<file path="src/common/slot_b_defines.vh">
// constants for the second time slot front end configuration registers
// assumes inclusion by bare name from the design files
`ifndef SLOT_B_DEFINES_VH
`define SLOT_B_DEFINES_VH

// register indices; byte address is four times the index
`define IDX_GAIN_BUFFER_CTRL 10'h044
`define IDX_PATH_CONNECTION 10'h045
`define IDX_PATH_STATUS 10'h046

// gain and buffer control field positions
`define MODE_FIELD_HI 15
`define MODE_FIELD_LO 10
`define BUF_GAIN_BIT 9
`define RSVD_ZERO_BIT 8
`define INT_BYPASS_BIT 7
`define IND_GAIN_BIT 6
`define AMP_VREF_HI 5
`define AMP_VREF_LO 4
`define RSVD_PAIR_HI 3
`define RSVD_PAIR_LO 2
`define AMP_GAIN_HI 1
`define AMP_GAIN_LO 0

// reset values
`define GAIN_BUFFER_CTRL_RESET 16'h1C38
`define PATH_CONNECTION_RESET 16'hADA5
`define PATH_STATUS_RESET 5'h01

// defined path codes
`define PATH_FULL_ANALOG 16'hADA5
`define PATH_BYPASS_WITH_BUF 16'hAE65
`define PATH_BYPASS_ALT 16'hB065

// path status bit positions
`define STAT_FULL_BIT 0
`define STAT_BYPASS_BUF_BIT 1
`define STAT_BYPASS_ALT_BIT 2
`define STAT_UNDEFINED_BIT 3
`define STAT_MISMATCH_BIT 4

// bus responses
`define RESP_OKAY 2'h0
`define RESP_SLVERR 2'h2

`endif

</file>
<file path="src/slot_b_frontend_config_regs.v">
// second time slot front end configuration registers, axi4-lite slave
// assumes a single-clock master that keeps the axi4-lite handshakes
// Behaviour
// - bit 9 picks buffer gain 1 or 0.7
// - bit 7 turns integrator into buffer amp
// - bit 6 enables per-channel transimpedance gain
// - individual mode: field drives channel 1 only
// - shared mode: field drives all four channels
// - gain codes 200k, 100k, 50k, 25k ohm
// - bits 5:4 select reference, reset 3
// - path register read/write, resets full path
//
// The AXI4-Lite interface to the registers was left to the implementer.
`timescale 1ns/1ns
`include "slot_b_defines.vh"
module slot_b_frontend_config_regs #(
  parameter CHANNELS = 4
) (
  input wire aclk, // system clock, 25 mhz
  input wire aresetn, // synchronous reset, active low
  input wire [11:0] awaddr, // write address
  input wire [2:0] awprot, // write protection, unused
  input wire awvalid, // write address valid
  output wire awready, // write address ready
  input wire [31:0] wdata, // write data
  input wire [3:0] wstrb, // write byte strobes
  input wire wvalid, // write data valid
  output wire wready, // write data ready
  output wire [1:0] bresp, // write response
  output wire bvalid, // write response valid
  input wire bready, // write response ready
  input wire [11:0] araddr, // read address
  input wire [2:0] arprot, // read protection, unused
  input wire arvalid, // read address valid
  output wire arready, // read address ready
  output wire [31:0] rdata, // read data
  output wire [1:0] rresp, // read response
  output wire rvalid, // read data valid
  input wire rready, // read data ready
  input wire [2*CHANNELS-3:0] other_channel_gain, // channels 2 and up
  output wire [5:0] frontend_mode_field, // upper mode field
  output wire second_slot_buffer_gain_sel, // 0 unity, 1 gain 0.7
  output wire second_slot_integrator_bypass, // integrator as buffer
  output wire second_slot_per_channel_gain_en, // individual gain
  output wire [1:0] second_slot_amp_reference_sel, // reference code
  output wire [1:0] second_slot_amp_gain_code, // raw gain field
  output wire [2*CHANNELS-1:0] channel_gain_code, // per channel gain
  output wire [15:0] second_slot_path_code, // path connection code
  output wire full_path_sel, // full analog path selected
  output wire converter_bypass_sel // a bypass path code selected
);
  // stored registers
  reg [15:0] ctrl_reg;
  reg [15:0] path_reg;
  reg [4:0] status_reg;
  wire [4:0] status_next;

  // write channel holding
  reg aw_held_reg;
  reg [11:0] aw_addr_reg;
  reg w_held_reg;
  reg [31:0] w_data_reg;
  reg [3:0] w_strb_reg;
  reg bvalid_reg;
  reg [1:0] bresp_reg;

  // read channel
  reg rvalid_reg;
  reg [1:0] rresp_reg;
  reg [31:0] rdata_reg;
  reg [31:0] rdata_next;
  reg [1:0] rresp_next;

  wire do_write;
  wire do_read;
  wire [9:0] wr_index;
  wire [9:0] rd_index;

  // byte-lane merge of a 16-bit register
  function [15:0] merge16;
    input [15:0] old;
    input [31:0] data;
    input [3:0] strb;
    begin
      merge16[7:0] = strb[0] ? data[7:0] : old[7:0];
      merge16[15:8] = strb[1] ? data[15:8] : old[15:8];
    end
  endfunction

  // handshake outputs
  assign awready = ~aw_held_reg & ~bvalid_reg;
  assign wready = ~w_held_reg & ~bvalid_reg;
  assign arready = ~rvalid_reg;
  assign bvalid = bvalid_reg;
  assign bresp = bresp_reg;
  assign rvalid = rvalid_reg;
  assign rresp = rresp_reg;
  assign rdata = rdata_reg;

  assign do_write = aw_held_reg & w_held_reg & ~bvalid_reg;
  assign do_read = arvalid & ~rvalid_reg;
  assign wr_index = aw_addr_reg[11:2];
  assign rd_index = araddr[11:2];

  // capture address and data in either order
  always @(posedge aclk) begin
    if (!aresetn) begin
      aw_held_reg <= 1'b0;
      aw_addr_reg <= 12'h000;
      w_held_reg <= 1'b0;
      w_data_reg <= 32'h00000000;
      w_strb_reg <= 4'h0;
    end else begin
      if (awvalid && awready) begin
        aw_held_reg <= 1'b1;
        aw_addr_reg <= awaddr;
      end else if (do_write) begin
        aw_held_reg <= 1'b0;
      end
      if (wvalid && wready) begin
        w_held_reg <= 1'b1;
        w_data_reg <= wdata;
        w_strb_reg <= wstrb;
      end else if (do_write) begin
        w_held_reg <= 1'b0;
      end
    end
  end

  // register update and write response
  always @(posedge aclk) begin
    if (!aresetn) begin
      ctrl_reg <= `GAIN_BUFFER_CTRL_RESET;
      path_reg <= `PATH_CONNECTION_RESET;
      bvalid_reg <= 1'b0;
      bresp_reg <= `RESP_OKAY;
    end else begin
      if (do_write) begin
        bvalid_reg <= 1'b1;
        case (wr_index)
          `IDX_GAIN_BUFFER_CTRL: begin
            ctrl_reg <= merge16(ctrl_reg, w_data_reg, w_strb_reg);
            bresp_reg <= `RESP_OKAY;
          end
          `IDX_PATH_CONNECTION: begin
            path_reg <= merge16(path_reg, w_data_reg, w_strb_reg);
            bresp_reg <= `RESP_OKAY;
          end
          default: begin
            bresp_reg <= `RESP_SLVERR;
          end
        endcase
      end else if (bvalid_reg && bready) begin
        bvalid_reg <= 1'b0;
      end
    end
  end

  // read data selection
  always @* begin
    rdata_next = 32'h00000000;
    rresp_next = `RESP_OKAY;
    case (rd_index)
      `IDX_GAIN_BUFFER_CTRL: begin
        rdata_next = {16'h0000, ctrl_reg};
      end
      `IDX_PATH_CONNECTION: begin
        rdata_next = {16'h0000, path_reg};
      end
      `IDX_PATH_STATUS: begin
        rdata_next = {27'h0000000, status_reg};
      end
      default: begin
        rresp_next = `RESP_SLVERR;
      end
    endcase
  end

  // read response
  always @(posedge aclk) begin
    if (!aresetn) begin
      rvalid_reg <= 1'b0;
      rresp_reg <= `RESP_OKAY;
      rdata_reg <= 32'h00000000;
    end else begin
      if (do_read) begin
        rvalid_reg <= 1'b1;
        rresp_reg <= rresp_next;
        rdata_reg <= rdata_next;
      end else if (rvalid_reg && rready) begin
        rvalid_reg <= 1'b0;
      end
    end
  end

  // path code decode into status flags
  assign status_next[`STAT_FULL_BIT] = (path_reg == `PATH_FULL_ANALOG);
  assign status_next[`STAT_BYPASS_BUF_BIT] =
    (path_reg == `PATH_BYPASS_WITH_BUF);
  assign status_next[`STAT_BYPASS_ALT_BIT] = (path_reg == `PATH_BYPASS_ALT);
  assign status_next[`STAT_UNDEFINED_BIT] =
    ~(status_next[`STAT_FULL_BIT] | status_next[`STAT_BYPASS_BUF_BIT] |
      status_next[`STAT_BYPASS_ALT_BIT]);
  // bypass code that disagrees with the integrator-as-buffer bit
  assign status_next[`STAT_MISMATCH_BIT] =
    (status_next[`STAT_BYPASS_BUF_BIT] & ~ctrl_reg[`INT_BYPASS_BIT]) |
    (status_next[`STAT_BYPASS_ALT_BIT] &
     ctrl_reg[`INT_BYPASS_BIT]);

  // registered path status
  always @(posedge aclk) begin
    if (!aresetn) begin
      status_reg <= `PATH_STATUS_RESET;
    end else begin
      status_reg <= status_next;
    end
  end

  // static control outputs straight from the stored fields
  assign frontend_mode_field = ctrl_reg[`MODE_FIELD_HI:`MODE_FIELD_LO];
  assign second_slot_buffer_gain_sel = ctrl_reg[`BUF_GAIN_BIT];
  assign second_slot_integrator_bypass =
    ctrl_reg[`INT_BYPASS_BIT];
  assign second_slot_per_channel_gain_en =
    ctrl_reg[`IND_GAIN_BIT];
  assign second_slot_amp_reference_sel =
    ctrl_reg[`AMP_VREF_HI:`AMP_VREF_LO];
  // code 0..3 maps to 200k, 100k, 50k, 25k ohm in the analog block
  assign second_slot_amp_gain_code =
    ctrl_reg[`AMP_GAIN_HI:`AMP_GAIN_LO];
  assign second_slot_path_code = path_reg;
  assign full_path_sel = status_reg[`STAT_FULL_BIT];
  assign converter_bypass_sel = status_reg[`STAT_BYPASS_BUF_BIT] |
    status_reg[`STAT_BYPASS_ALT_BIT];

  // per-channel gain distribution
  channel_gain_resolver #(
    .CHANNELS(CHANNELS)
  ) u_gain (
    .aclk(aclk),
    .aresetn(aresetn),
    .per_channel_en(ctrl_reg[`IND_GAIN_BIT]),
    .shared_gain(ctrl_reg[`AMP_GAIN_HI:`AMP_GAIN_LO]),
    .other_gain(other_channel_gain),
    .chan_gain(channel_gain_code)
  );
endmodule

</file>
<file path="src/channel_gain_resolver.v">
// per-channel transimpedance gain codes for the second time slot
// assumes inputs come from flops on the same clock
`timescale 1ns/1ns
module channel_gain_resolver #(
  parameter CHANNELS = 4
) (
  input wire aclk, // system clock
  input wire aresetn, // synchronous reset, active low
  input wire per_channel_en, // individual gain enable
  input wire [1:0] shared_gain, // gain field of the control register
  input wire [2*CHANNELS-3:0] other_gain, // gains of channels 2 and up
  output wire [2*CHANNELS-1:0] chan_gain // two bits per channel
);
  reg [2*CHANNELS-1:0] gain_reg;
  wire [2*CHANNELS-1:0] gain_next;

  // channel 1 always follows the gain field
  assign gain_next[1:0] = shared_gain;

  // remaining channels pick shared or individual code
  genvar i;
  generate
    for (i = 1; i < CHANNELS; i = i + 1) begin : chan
      assign gain_next[2*i+1:2*i] = per_channel_en ?
        other_gain[2*i-1:2*i-2] : shared_gain;
    end
  endgenerate

  // registered outputs
  always @(posedge aclk) begin
    if (!aresetn) begin
      gain_reg <= {2*CHANNELS{1'b0}};
    end else begin
      gain_reg <= gain_next;
    end
  end

  assign chan_gain = gain_reg;
endmodule

</file>
<file path="config.mk">
export PLATFORM = sky130hd
export DESIGN_NAME = slot_b_frontend_config_regs
export DESIGN_NICKNAME = d
export VERILOG_FILES = /design/src/slot_b_frontend_config_regs.v /design/src/channel_gain_resolver.v
export VERILOG_INCLUDE_DIRS = /design/src /design/src/common
export SDC_FILE = /design/constraint.sdc
export NUM_CORES = 1
export LEC_CHECK = 0
export ABC_AREA = 1
export BUFFER_PORTS_ARGS = -buffer_cell sky130_fd_sc_hd__buf_4
export CAP_MARGIN = 40
export CORE_UTILIZATION = 44
export CTS_CLUSTER_SIZE = 40
export DETAILED_ROUTE_END_ITERATION = 6
export GPL_ROUTABILITY_DRIVEN = 0
export PLACE_DENSITY = 0.76
export SLEW_MARGIN = 40
export SYNTH_ARGS = -nofsm -noshare
export SYNTH_HDL_FRONTEND = slang
export SYNTH_SLANG_ARGS = --single-unit
</file>
<file path="constraint.sdc">
create_clock -name aclk -period 1.4 [get_ports aclk]
set_input_delay 0.21 -clock aclk [delete_from_list [all_inputs] [get_ports aclk]]
set_output_delay 0.21 -clock aclk [all_outputs]
set_load 0.03 [all_outputs]
</file>
==> results.json, run 1 <==
{
  "synth_edf_count": 0,
  "synth-xor-area-share": 0,
  "setup_violations": 0,
  "fin_setup_tns_ns": 0,
  "clock_path_buffers": 2,
  "dp_hpwl_mm": 7.26,
  "hold_path_class": "in -> reg",
  "synth_top_family_by_area": "simple AND/OR/NAND/NOR gates",
  "grtUsageTotal": 0.203,
  "gr-total-overflow": 0,
  "start_util": 0.458,
  "dr.pass1.iters": 4,
  "path_buf_inv": 2,
  "n_antenna_cell": 0,
  "cp-end-kind": "flop",
  "ys_seq_area_frac": 0.473,
  "grt_max_degree": 32,
  "h-tree-depth": 3,
  "die_y_um": 97.6,
  "n_fill_cell": 759,
  "grt_pass1_vias": 3538,
  "final_net_count": 750,
  "antenna_found_initial": 0,
  "holdPathStages": 3,
  "synthSimpleGateAreaFrac": 0.270,
  "grt_pass1_wl_mm": 15.9,
  "place_ws_ns": -0.184,
  "synth-async-reset-ratio": 0,
  "period_share": 0.999,
  "path_cells": "nor2_1 -> nand3_1 -> nor3_4 -> buf_12 -> nand3_4 -> buf_6 -> nand2_1 -> o211ai_1",
  "synth.distinct_cells": 25,
  "drt_iter0_drc": 236,
  "clk_pin_slew_ns": 0.09,
  "layout-drive-gt1-share": 0.296,
  "final_design_area_no_fill_sq_um": 5440,
  "fmax_ghz": 0.715,
  "final_cell_mix": "buf_4, nand2_1, dfxtp_1, nor2_1, inv_1",
  "syn_avg_cell_area_sq_um": 7.27,
  "wl_per_cell_um": 12.6,
  "setup.worst_path.start_class": "flop",
  "clk_latency_ns": 0.36,
  "numCtsBuffers": 9,
  "r2r_setup_slack_ns": 0.001,
  "yosys_warnings": 0,
  "holdCritStartpoint": "other_channel_gain[3]",
  "fp-row-count": 34,
  "cp_slowest_cell": "dfxtp_1",
  "final_common_cell": "buf_4",
  "portBuffers": 112,
  "drtAntennaViolNets": 0,
  "die_area_sq_um": 9520,
  "synth_area_leader_cell": "dfxtp_1",
  "power_density_nw_per_um2": 1010,
  "final.setup.worst_slack_ns": 0.00136,
  "ios": 159,
  "syn_area_sq_um": 4020,
  "slew_viol_final": 0,
  "arrival_ns": 1.64,
  "outcome": "completed",
  "rsz0062_at_grt": "yes",
  "fin_util": 0.621,
  "holdWs_ns": 0.101,
  "ir_worst_vdd_uv": 454,
  "layout_min_cycle_time_ns": 1.40,
  "crit_type": "reg -> reg",
  "crit_family": "simple AND/OR/NAND/NOR gates",
  "die_w_um": 97.6,
  "totalWireLength_mm": 9.90,
  "syn_inst": 553,
  "cts_sinks": 95,
  "synth_top_area_frac": 0.473,
  "leakage_nw": 2.53,
  "synth_ff_type": "dfxtp_1",
  "vias": 3864,
  "core_sq_um": 8760,
  "syn_to_final_growth_pct": 35.4,
  "synthMuxAreaShare": 0,
  "drc": 0,
  "cts_tree": "done",
  "critPathMaxFanout": 8,
  "worstRegToRegCells": 8,
  "critPathRequiredTime_ns": 1.65,
  "r2r_start": "aw_addr_reg[9]",
  "synth_compound_area_frac": 0.126,
  "ys_ff_latch": 95,
  "max-cap-violations": 0,
  "min_to": "u_gain.chan_gain[5]",
  "synthTopCellsByArea": "dfxtp_1, nand2_1, a21oi_1",
  "cpPeakStageDelay_ns": 0.32,
  "synth_adder_area_share": 0,
  "placed_cell_area_sq_um": 5020,
  "cts_root_buf": "clkbuf_8",
  "r2r-end": "ctrl_reg[3]",
  "fin_skew_ns": 0.0120,
  "finalHoldViolCount": 0,
  "viasPerCell": 4.93
}
-- per-layer routing --
layer	wire length [um]	share of wire	vias to the layer above	global-route usage
met4	106	0.011	0	0.0588
li1	-	-	1988	-
met3	674	0.068	12	0.0504
met2	4710	0.48	133	0.329
met5	0	0	-	0
met1	4410	0.45	1731	0.267
-- power breakdown --
part / internal [W] / switching (W) / total [W]
logic: 0.000260 / 0.000382 / 0.000642
registers: 0.00279 / 0.0000551 / 0.00285
clock network: 0.00106 / 0.000931 / 0.00199
total: 0.00411 / 0.00137 / 0.00547
-- area by class of cell --
class | instances | area (sq um) | area share
clock buffers | 11 | 141 | 0.0260
clock inverters | 5 | 81.3 | 0.0150
inverters | 55 | 211 | 0.0389
multi-input cells | 368 | 1810 | 0.334
flip-flops and latches | 95 | 1910 | 0.351
well taps | 108 | 135 | 0.0248
repair buffers | 142 | 1150 | 0.211
-- cells in the mapped netlist (3+ instances only) --
cell and number:
nand2_1 124, inv_1 55, o21ai_0 37, dfxtp_1 95, nor2_1 59, a21oi_1 48
nor2_2 3, nand3_1 40, nand4_1 18, buf_4 28, o211ai_1 8, clkbuf_1 20
buf_2 5
-- worst max-delay path by stage --
stage | start | endpoint | slack (ns) | depth (start not counted)
after floorplan | bvalid | second_slot_path_code[12] | -0.01 | 7
after global placement | aw_addr_reg[7] | second_slot_path_code[1] | -0.12 | 6
after detailed placement | aw_addr_reg[7] | second_slot_path_code[9] | -0.18 | 6
after CTS | aw_addr_reg[11] | ctrl_reg[3] | -0.04 | 7
after global routing | w_held_reg | second_slot_path_code[14] | -0.09 | 8
final | aw_addr_reg[9] | ctrl_reg[3] | 0.001 | 8
-- kinds of logic after synthesis --
group	Yosys count
other cells	1
compound gates	96
buf+inv	109
simple gates	252
flops	95
-- worst reg2reg max path: stages, from the launching register on --
cell and delay (ns):
dfxtp_1 0.32, nor2_1 0.10, nand3_1 0.11, nor3_4 0.21, buf_12 0.17, nand3_4 0.10, buf_6 0.15, nand2_1 0.05
o211ai_1 0.08
-- through the flow --
step	total power, W	std cells
floorplan	0.00329	570
global placement	0.00349	762
detailed placement	0.00350	762
CTS	0.00547	780
global route	0.00571	784
finish	0.00547	784
-- timing repair --
action | CTS | global route
endpoints found under the hold margin | 0 | 0
gates cloned | 1 | 2
pin swaps | 1 | 7
gates resized for setup | 15 | 32
hold buffers | 0 | 0
buffers inserted | 1 | 2
endpoints found under the setup margin | 32 | 43
Note: power is estimated with default switching activity, not from simulation.
==> run 2: changes to the inputs <==
--- a/config.mk
+++ b/config.mk
@@ -9,6 +9,7 @@
 export ABC_AREA = 1
 export BUFFER_PORTS_ARGS = -buffer_cell sky130_fd_sc_hd__buf_4
 export CAP_MARGIN = 40
+export CORE_MARGIN = 5
 export CORE_UTILIZATION = 44
 export CTS_CLUSTER_SIZE = 40
 export DETAILED_ROUTE_END_ITERATION = 6
==> run 2 against run 1 <==
Effect of this change: cell count shrank 0.64%; maximum frequency shrank 0.29%; the run now ends with negative setup slack left; highest routed layer unchanged; sequential power hardly changed; critical endpoint is now ctrl_reg[14]; cell area down 2.7%; count of clock-buffer cells in the layout did not move; worst hold slack got worse by 0.0020 ns; via count shrank 1.4%; clock power down 3%.
==> results.json, run 2 (synthesis gave the netlist of run 1 again) <==
{
  "core_sq_um": 8810,
  "cts_tree": "done",
  "vias": 3811,
  "cts_hold_buf": 0,
  "grt_pass1_vias": 3623,
  "wl_per_cell_um": 13.0,
  "die_area_sq_um": 11100,
  "fin_skew_ns": 0.00541,
  "dp_hpwl_mm": 7.72,
  "setup_violations": 3,
  "violations": "negative setup slack",
  "cp-end-kind": "flop",
  "power_frac_clock": 0.360,
  "grt_max_degree": 35,
  "die_y_um": 106,
  "viasPerCell": 4.89,
  "die_w_um": 106,
  "hold_path_class": "in -> reg",
  "drt_iter0_drc": 187,
  "slew_viol_final": 0,
  "layout-drive-gt1-share": 0.265,
  "holdCritStartpoint": "awaddr[10]",
  "final_net_count": 746,
  "cts_root_buf": "clkbuf_8",
  "n_antenna_cell": 0,
  "gr-total-overflow": 0,
  "period_share": 1.00,
  "leakage_nw": 2.51,
  "worstRegToRegCells": 7,
  "drtAntennaViolNets": 0,
  "outcome": "finished with violations",
  "antenna_found_initial": 0,
  "n_fill_cell": 794,
  "cts_sinks": 95,
  "critPathMaxFanout": 8,
  "r2r_setup_slack_ns": -0.003,
  "final.setup.worst_slack_ns": -0.00268,
  "pwr-share-comb": 0.113,
  "placed_cells": 761,
  "final_cell_mix": "buf_4, nand2_1, dfxtp_1, nor2_1, inv_1",
  "ios": 159,
  "holdPathStages": 3,
  "arrival_ns": 1.64,
  "grt_pass1_wl_mm": 17.3,
  "drc": 0,
  "seqPwrFrac": 0.527,
  "totalWireLength_mm": 10.2,
  "r2r_start": "aw_addr_reg[11]",
  "min_to": "aw_addr_reg[10]",
  "power_density_nw_per_um2": 1020,
  "setup.worst_path.start_class": "flop",
  "rsz0062_at_grt": "yes",
  "numCtsBuffers": 9,
  "power.total_w": 0.00539,
  "switching_share": 0.244,
  "final_common_cell": "buf_4",
  "clk_latency_ns": 0.36,
  "grtUsageTotal": 0.189,
  "start_util": 0.456,
  "internal_power_w": 0.00407,
  "finalHoldViolCount": 0,
  "p_sw_w": 0.00132,
  "clock_path_buffers": 2,
  "r2r-end": "ctrl_reg[14]",
  "ir_worst_vdd_uv": 548,
  "fmax_ghz": 0.713,
  "dr.pass1.iters": 4,
  "final_cells": 779,
  "critPathRequiredTime_ns": 1.64,
  "max-cap-violations": 0,
  "fp-row-count": 34,
  "syn_to_final_growth_pct": 31.7,
  "portBuffers": 112,
  "clk_pin_slew_ns": 0.09,
  "h-tree-depth": 3,
  "layout_min_cycle_time_ns": 1.40,
  "crit_type": "reg -> reg"
}
-- run 2: cell types whose count changed in the layout (fill, tap and decap cells not counted), sizes merged --
cell      change
buf           -2
nand3         -2
clkinvlp      -1
-- run 2: power groups by stage --
stage | clock network, W | registers, W | logic [W]
2_1_floorplan | 0 | 0.00291 | 0.000377
3_3_place_gp | 0 | 0.00290 | 0.000579
3_5_place_dp | 0 | 0.00290 | 0.000590
4_1_cts | 0.00199 | 0.00284 | 0.000597
5_1_grt | 0.00210 | 0.00285 | 0.000677
6_report | 0.00194 | 0.00284 | 0.000608
-- run 2: final cells by class --
cell class	count	area, sq um	share of cell area
Clock buffer	11	141	0.0267
Tap cell	108	135	0.0255
Inverter	55	211	0.0400
Multi-Input combinational cell	366	1710	0.324
Timing Repair Buffer	140	1110	0.211
Clock inverter	4	70.1	0.0132
Sequential cell	95	1910	0.360
-- run 2: through the flow --
stage                     utilization  hold slack [ns]  worst slack (ns)  TNS (ns)  area [sq um]
after global placement          0.566            0.439           -0.0330    -0.191          4990
final                           0.601           0.0987          -0.00268  -0.00693          5290
after detailed placement        0.566            0.451           -0.0670    -0.709          4990
after floorplan                     -            0.359           -0.0116   -0.0538          4120
after CTS                       0.594           0.0794           0.00343         0          5230
after global routing            0.601            0.100            -0.118     -2.22          5290
-- run 2: worst max-delay path by stage --
| stage | start | end | slack (ns) | depth (start not counted) |
|---|---|---|---|---|
| 2_1_floorplan | bvalid | second_slot_path_code[12] | -0.01 | 7 |
| 3_3_place_gp | aw_addr_reg[7] | second_slot_path_code[1] | -0.03 | 7 |
| 3_5_place_dp | aw_addr_reg[7] | ctrl_reg[8] | -0.07 | 7 |
| 4_1_cts | aw_addr_reg[11] | ctrl_reg[8] | 0.003 | 7 |
| 5_1_grt | w_held_reg | ctrl_reg[11] | -0.12 | 8 |
| 6_report | aw_addr_reg[11] | ctrl_reg[14] | -0.003 | 7 |
-- run 2: timing repair --
item                                    4_1_cts  5_1_grt
endpoints found under the setup margin       31       49
pin swaps                                     3        1
gates cloned                                  0        0
resized for setup                            11       13
setup buffers                                 1        2
-- run 2: worst max-delay path, stage by stage, from the launching register on --
cell and delay, ns:
dfxtp_1 0.32, or2_4 0.25, nor3_4 0.16, buf_6 0.15, nand3_2 0.12, buf_6 0.17
nand2_1 0.07, a21oi_2 0.05
-- run 2: routing by layer --
layer | share of wire | global-route usage | vias to the layer above
met4 | 0.013 | 0.0694 | 0
met5 | 0 | 0 | -
li1 | - | - | 1970
met1 | 0.44 | 0.247 | 1712
met2 | 0.46 | 0.304 | 119
met3 | 0.078 | 0.0446 | 10
==> run 3: changes to the inputs <==
--- a/config.mk
+++ b/config.mk
@@ -7,14 +7,14 @@
 export NUM_CORES = 1
 export LEC_CHECK = 0
 export ABC_AREA = 1
-export BUFFER_PORTS_ARGS = -buffer_cell sky130_fd_sc_hd__buf_4
 export CAP_MARGIN = 40
 export CORE_MARGIN = 5
-export CORE_UTILIZATION = 44
+export CORE_UTILIZATION = 50
 export CTS_CLUSTER_SIZE = 40
 export DETAILED_ROUTE_END_ITERATION = 6
+export DONT_BUFFER_PORTS = 1
 export GPL_ROUTABILITY_DRIVEN = 0
-export PLACE_DENSITY = 0.76
+export PLACE_DENSITY = 0.68
 export SLEW_MARGIN = 40
 export SYNTH_ARGS = -nofsm -noshare
 export SYNTH_HDL_FRONTEND = slang
==> run 3 against run 2 <==
Effect of this change: the flow still finishes with violations (negative setup slack); sequential share of layout area grew 2.6 points; routed wire length grew 5.3%; non-clock buffer count shrank 79; total power shrank 0.52%; via count shrank 4.6%; first-iteration DRC count shrank 26%; critical path type unchanged; largest cell class is now multi-input gates.
==> results.json, run 3 (synthesis gave the netlist of run 1 again) <==
{
  "switching_share": 0.259,
  "fin_skew_ns": 0.00790,
  "internal_power_w": 0.00398,
  "power_density_nw_per_um2": 1090,
  "setup_violations": 26,
  "area.sequential_sq_um": 1910,
  "max-cap-violations": 0,
  "outcome": "finished with violations",
  "seqPwrFrac": 0.534,
  "violations": "negative setup slack",
  "drtAntennaViolNets": 0,
  "cts_sinks": 95,
  "arrival_ns": 1.69,
  "dp_hpwl_mm": 7.31,
  "cts_tree": "done",
  "crit_type": "reg -> reg",
  "die_w_um": 99.6,
  "power_frac_clock": 0.363,
  "final_common_cell": "nand2_1",
  "final.setup.worst_slack_ns": -0.0457,
  "portBuffers": 0,
  "drt_iter0_drc": 138,
  "layout_min_cycle_time_ns": 1.45,
  "clk_pin_slew_ns": 0.09,
  "rsz0062_at_grt": "yes",
  "grtUsageTotal": 0.198,
  "n_antenna_cell": 0,
  "period_share": 1.03,
  "vias": 3636,
  "ios": 159,
  "ir_worst_vdd_uv": 502,
  "grt_max_degree": 54,
  "critPathRequiredTime_ns": 1.64,
  "viasPerCell": 5.21,
  "fp-row-count": 32,
  "critPathMaxFanout": 8,
  "slew_viol_final": 0,
  "drc": 0,
  "final_net_count": 670,
  "core_sq_um": 7770,
  "fmax_ghz": 0.692,
  "placed_cells": 662,
  "dr.pass1.iters": 5,
  "n_fill_cell": 712,
  "holdPathStages": 2,
  "r2r_setup_slack_ns": -0.05,
  "finalHoldViolCount": 0,
  "hold_path_class": "in -> reg",
  "p_sw_w": 0.00139,
  "wl_per_cell_um": 15.3,
  "totalWireLength_mm": 10.7,
  "h-tree-depth": 3,
  "leakage_nw": 2.11,
  "worst_pin_slew_ns": 0.519,
  "clk_latency_ns": 0.35,
  "fin_setup_tns_ns": -0.582,
  "grt_pass1_vias": 3223,
  "worstRegToRegCells": 8,
  "antenna_found_initial": 0,
  "clock_path_buffers": 2,
  "syn_to_final_growth_pct": 22.8,
  "cts_root_buf": "clkbuf_8",
  "setup.worst_path.start_class": "flop",
  "cp-end-kind": "flop",
  "placed_cell_area_sq_um": 4270,
  "final_cells": 698,
  "multi_input_area_sq_um": 1930,
  "die_y_um": 99.6,
  "pwr-share-comb": 0.103,
  "power.total_w": 0.00536,
  "final_cell_mix": "nand2_1, dfxtp_1, nor2_1, inv_1, a21oi_1",
  "numCtsBuffers": 9,
  "die_area_sq_um": 9930,
  "final_design_area_no_fill_sq_um": 4930,
  "start_util": 0.517,
  "layout-drive-gt1-share": 0.235,
  "slew_headroom": 0.653,
  "gr-total-overflow": 0,
  "grt_pass1_wl_mm": 15.9
}
-- run 3: cell count changes in the layout (fill, tap and decap cells not counted), sizes merged --
cell and delta:
nor2 +1, clkbuf -1, nand3 +2, inv -1
buf -85, clkinvlp +3, dlygate4sd3 +6
-- run 3: worst paths after layout --
kind / startpoint / endpoint
worst min-delay path: aresetn / w_data_reg[5]
worst max register to register: aw_addr_reg[7] / second_slot_path_code[10]
worst min register to register: w_data_reg[0] / w_data_reg[0]
worst max-delay path: aw_addr_reg[7] / second_slot_path_code[10]
-- run 3: layer usage --
| layer | share of wire | global-route usage | vias to the layer above |
|---|---|---|---|
| met5 | 0 | 0 | - |
| met4 | 0.014 | 0.0599 | 0 |
| met3 | 0.080 | 0.0582 | 11 |
| met2 | 0.48 | 0.324 | 124 |
| met1 | 0.43 | 0.252 | 1675 |
| li1 | - | - | 1826 |
-- run 3: through the flow --
step	hold WS (ns)	setup WS [ns]	util
final	0.00638	-0.0457	0.635
after floorplan	0.359	-0.0116	-
after detailed placement	0.308	-0.207	0.550
after CTS	0.00254	-0.0312	0.597
after global placement	0.306	-0.139	0.550
after global routing	0.0155	-0.164	0.635
-- run 3: critical path, stage by stage (launching register included) --
cell,delay (ns)
dfxtp_2,0.33
nor2_2,0.12
nand3_2,0.10
nor3_4,0.21
buf_12,0.17
buf_12,0.11
nand3_4,0.11
nand2_2,0.11
nand3_2,0.06
-- run 3: cell type report --
cell class / instances / share of cell area
sequential: 95 / 0.387
multi-input combinational: 369 / 0.390
clock inverter: 6 / 0.0172
clock buffer: 10 / 0.0259
tap: 102 / 0.0259
inverter: 55 / 0.0436
timing repair buffer: 61 / 0.111
-- run 3: power by group through the flow --
stage / Clock (W) / Combinational, W / Sequential, W
2_1_floorplan: 0 / 0.000377 / 0.00291
3_3_place_gp: 0 / 0.000409 / 0.00291
3_5_place_dp: 0 / 0.000419 / 0.00292
4_1_cts: 0.00196 / 0.000477 / 0.00286
5_1_grt: 0.00207 / 0.000610 / 0.00288
6_report: 0.00195 / 0.000553 / 0.00286
-- run 3: what timing repair did --
item,in CTS,in global routing
pin swaps,2,22
endpoints found under the hold margin,59,0
hold buffers,7,0
resized for setup,19,61
setup endpoints to repair,32,63
buffers inserted,1,8
cloned,1,3
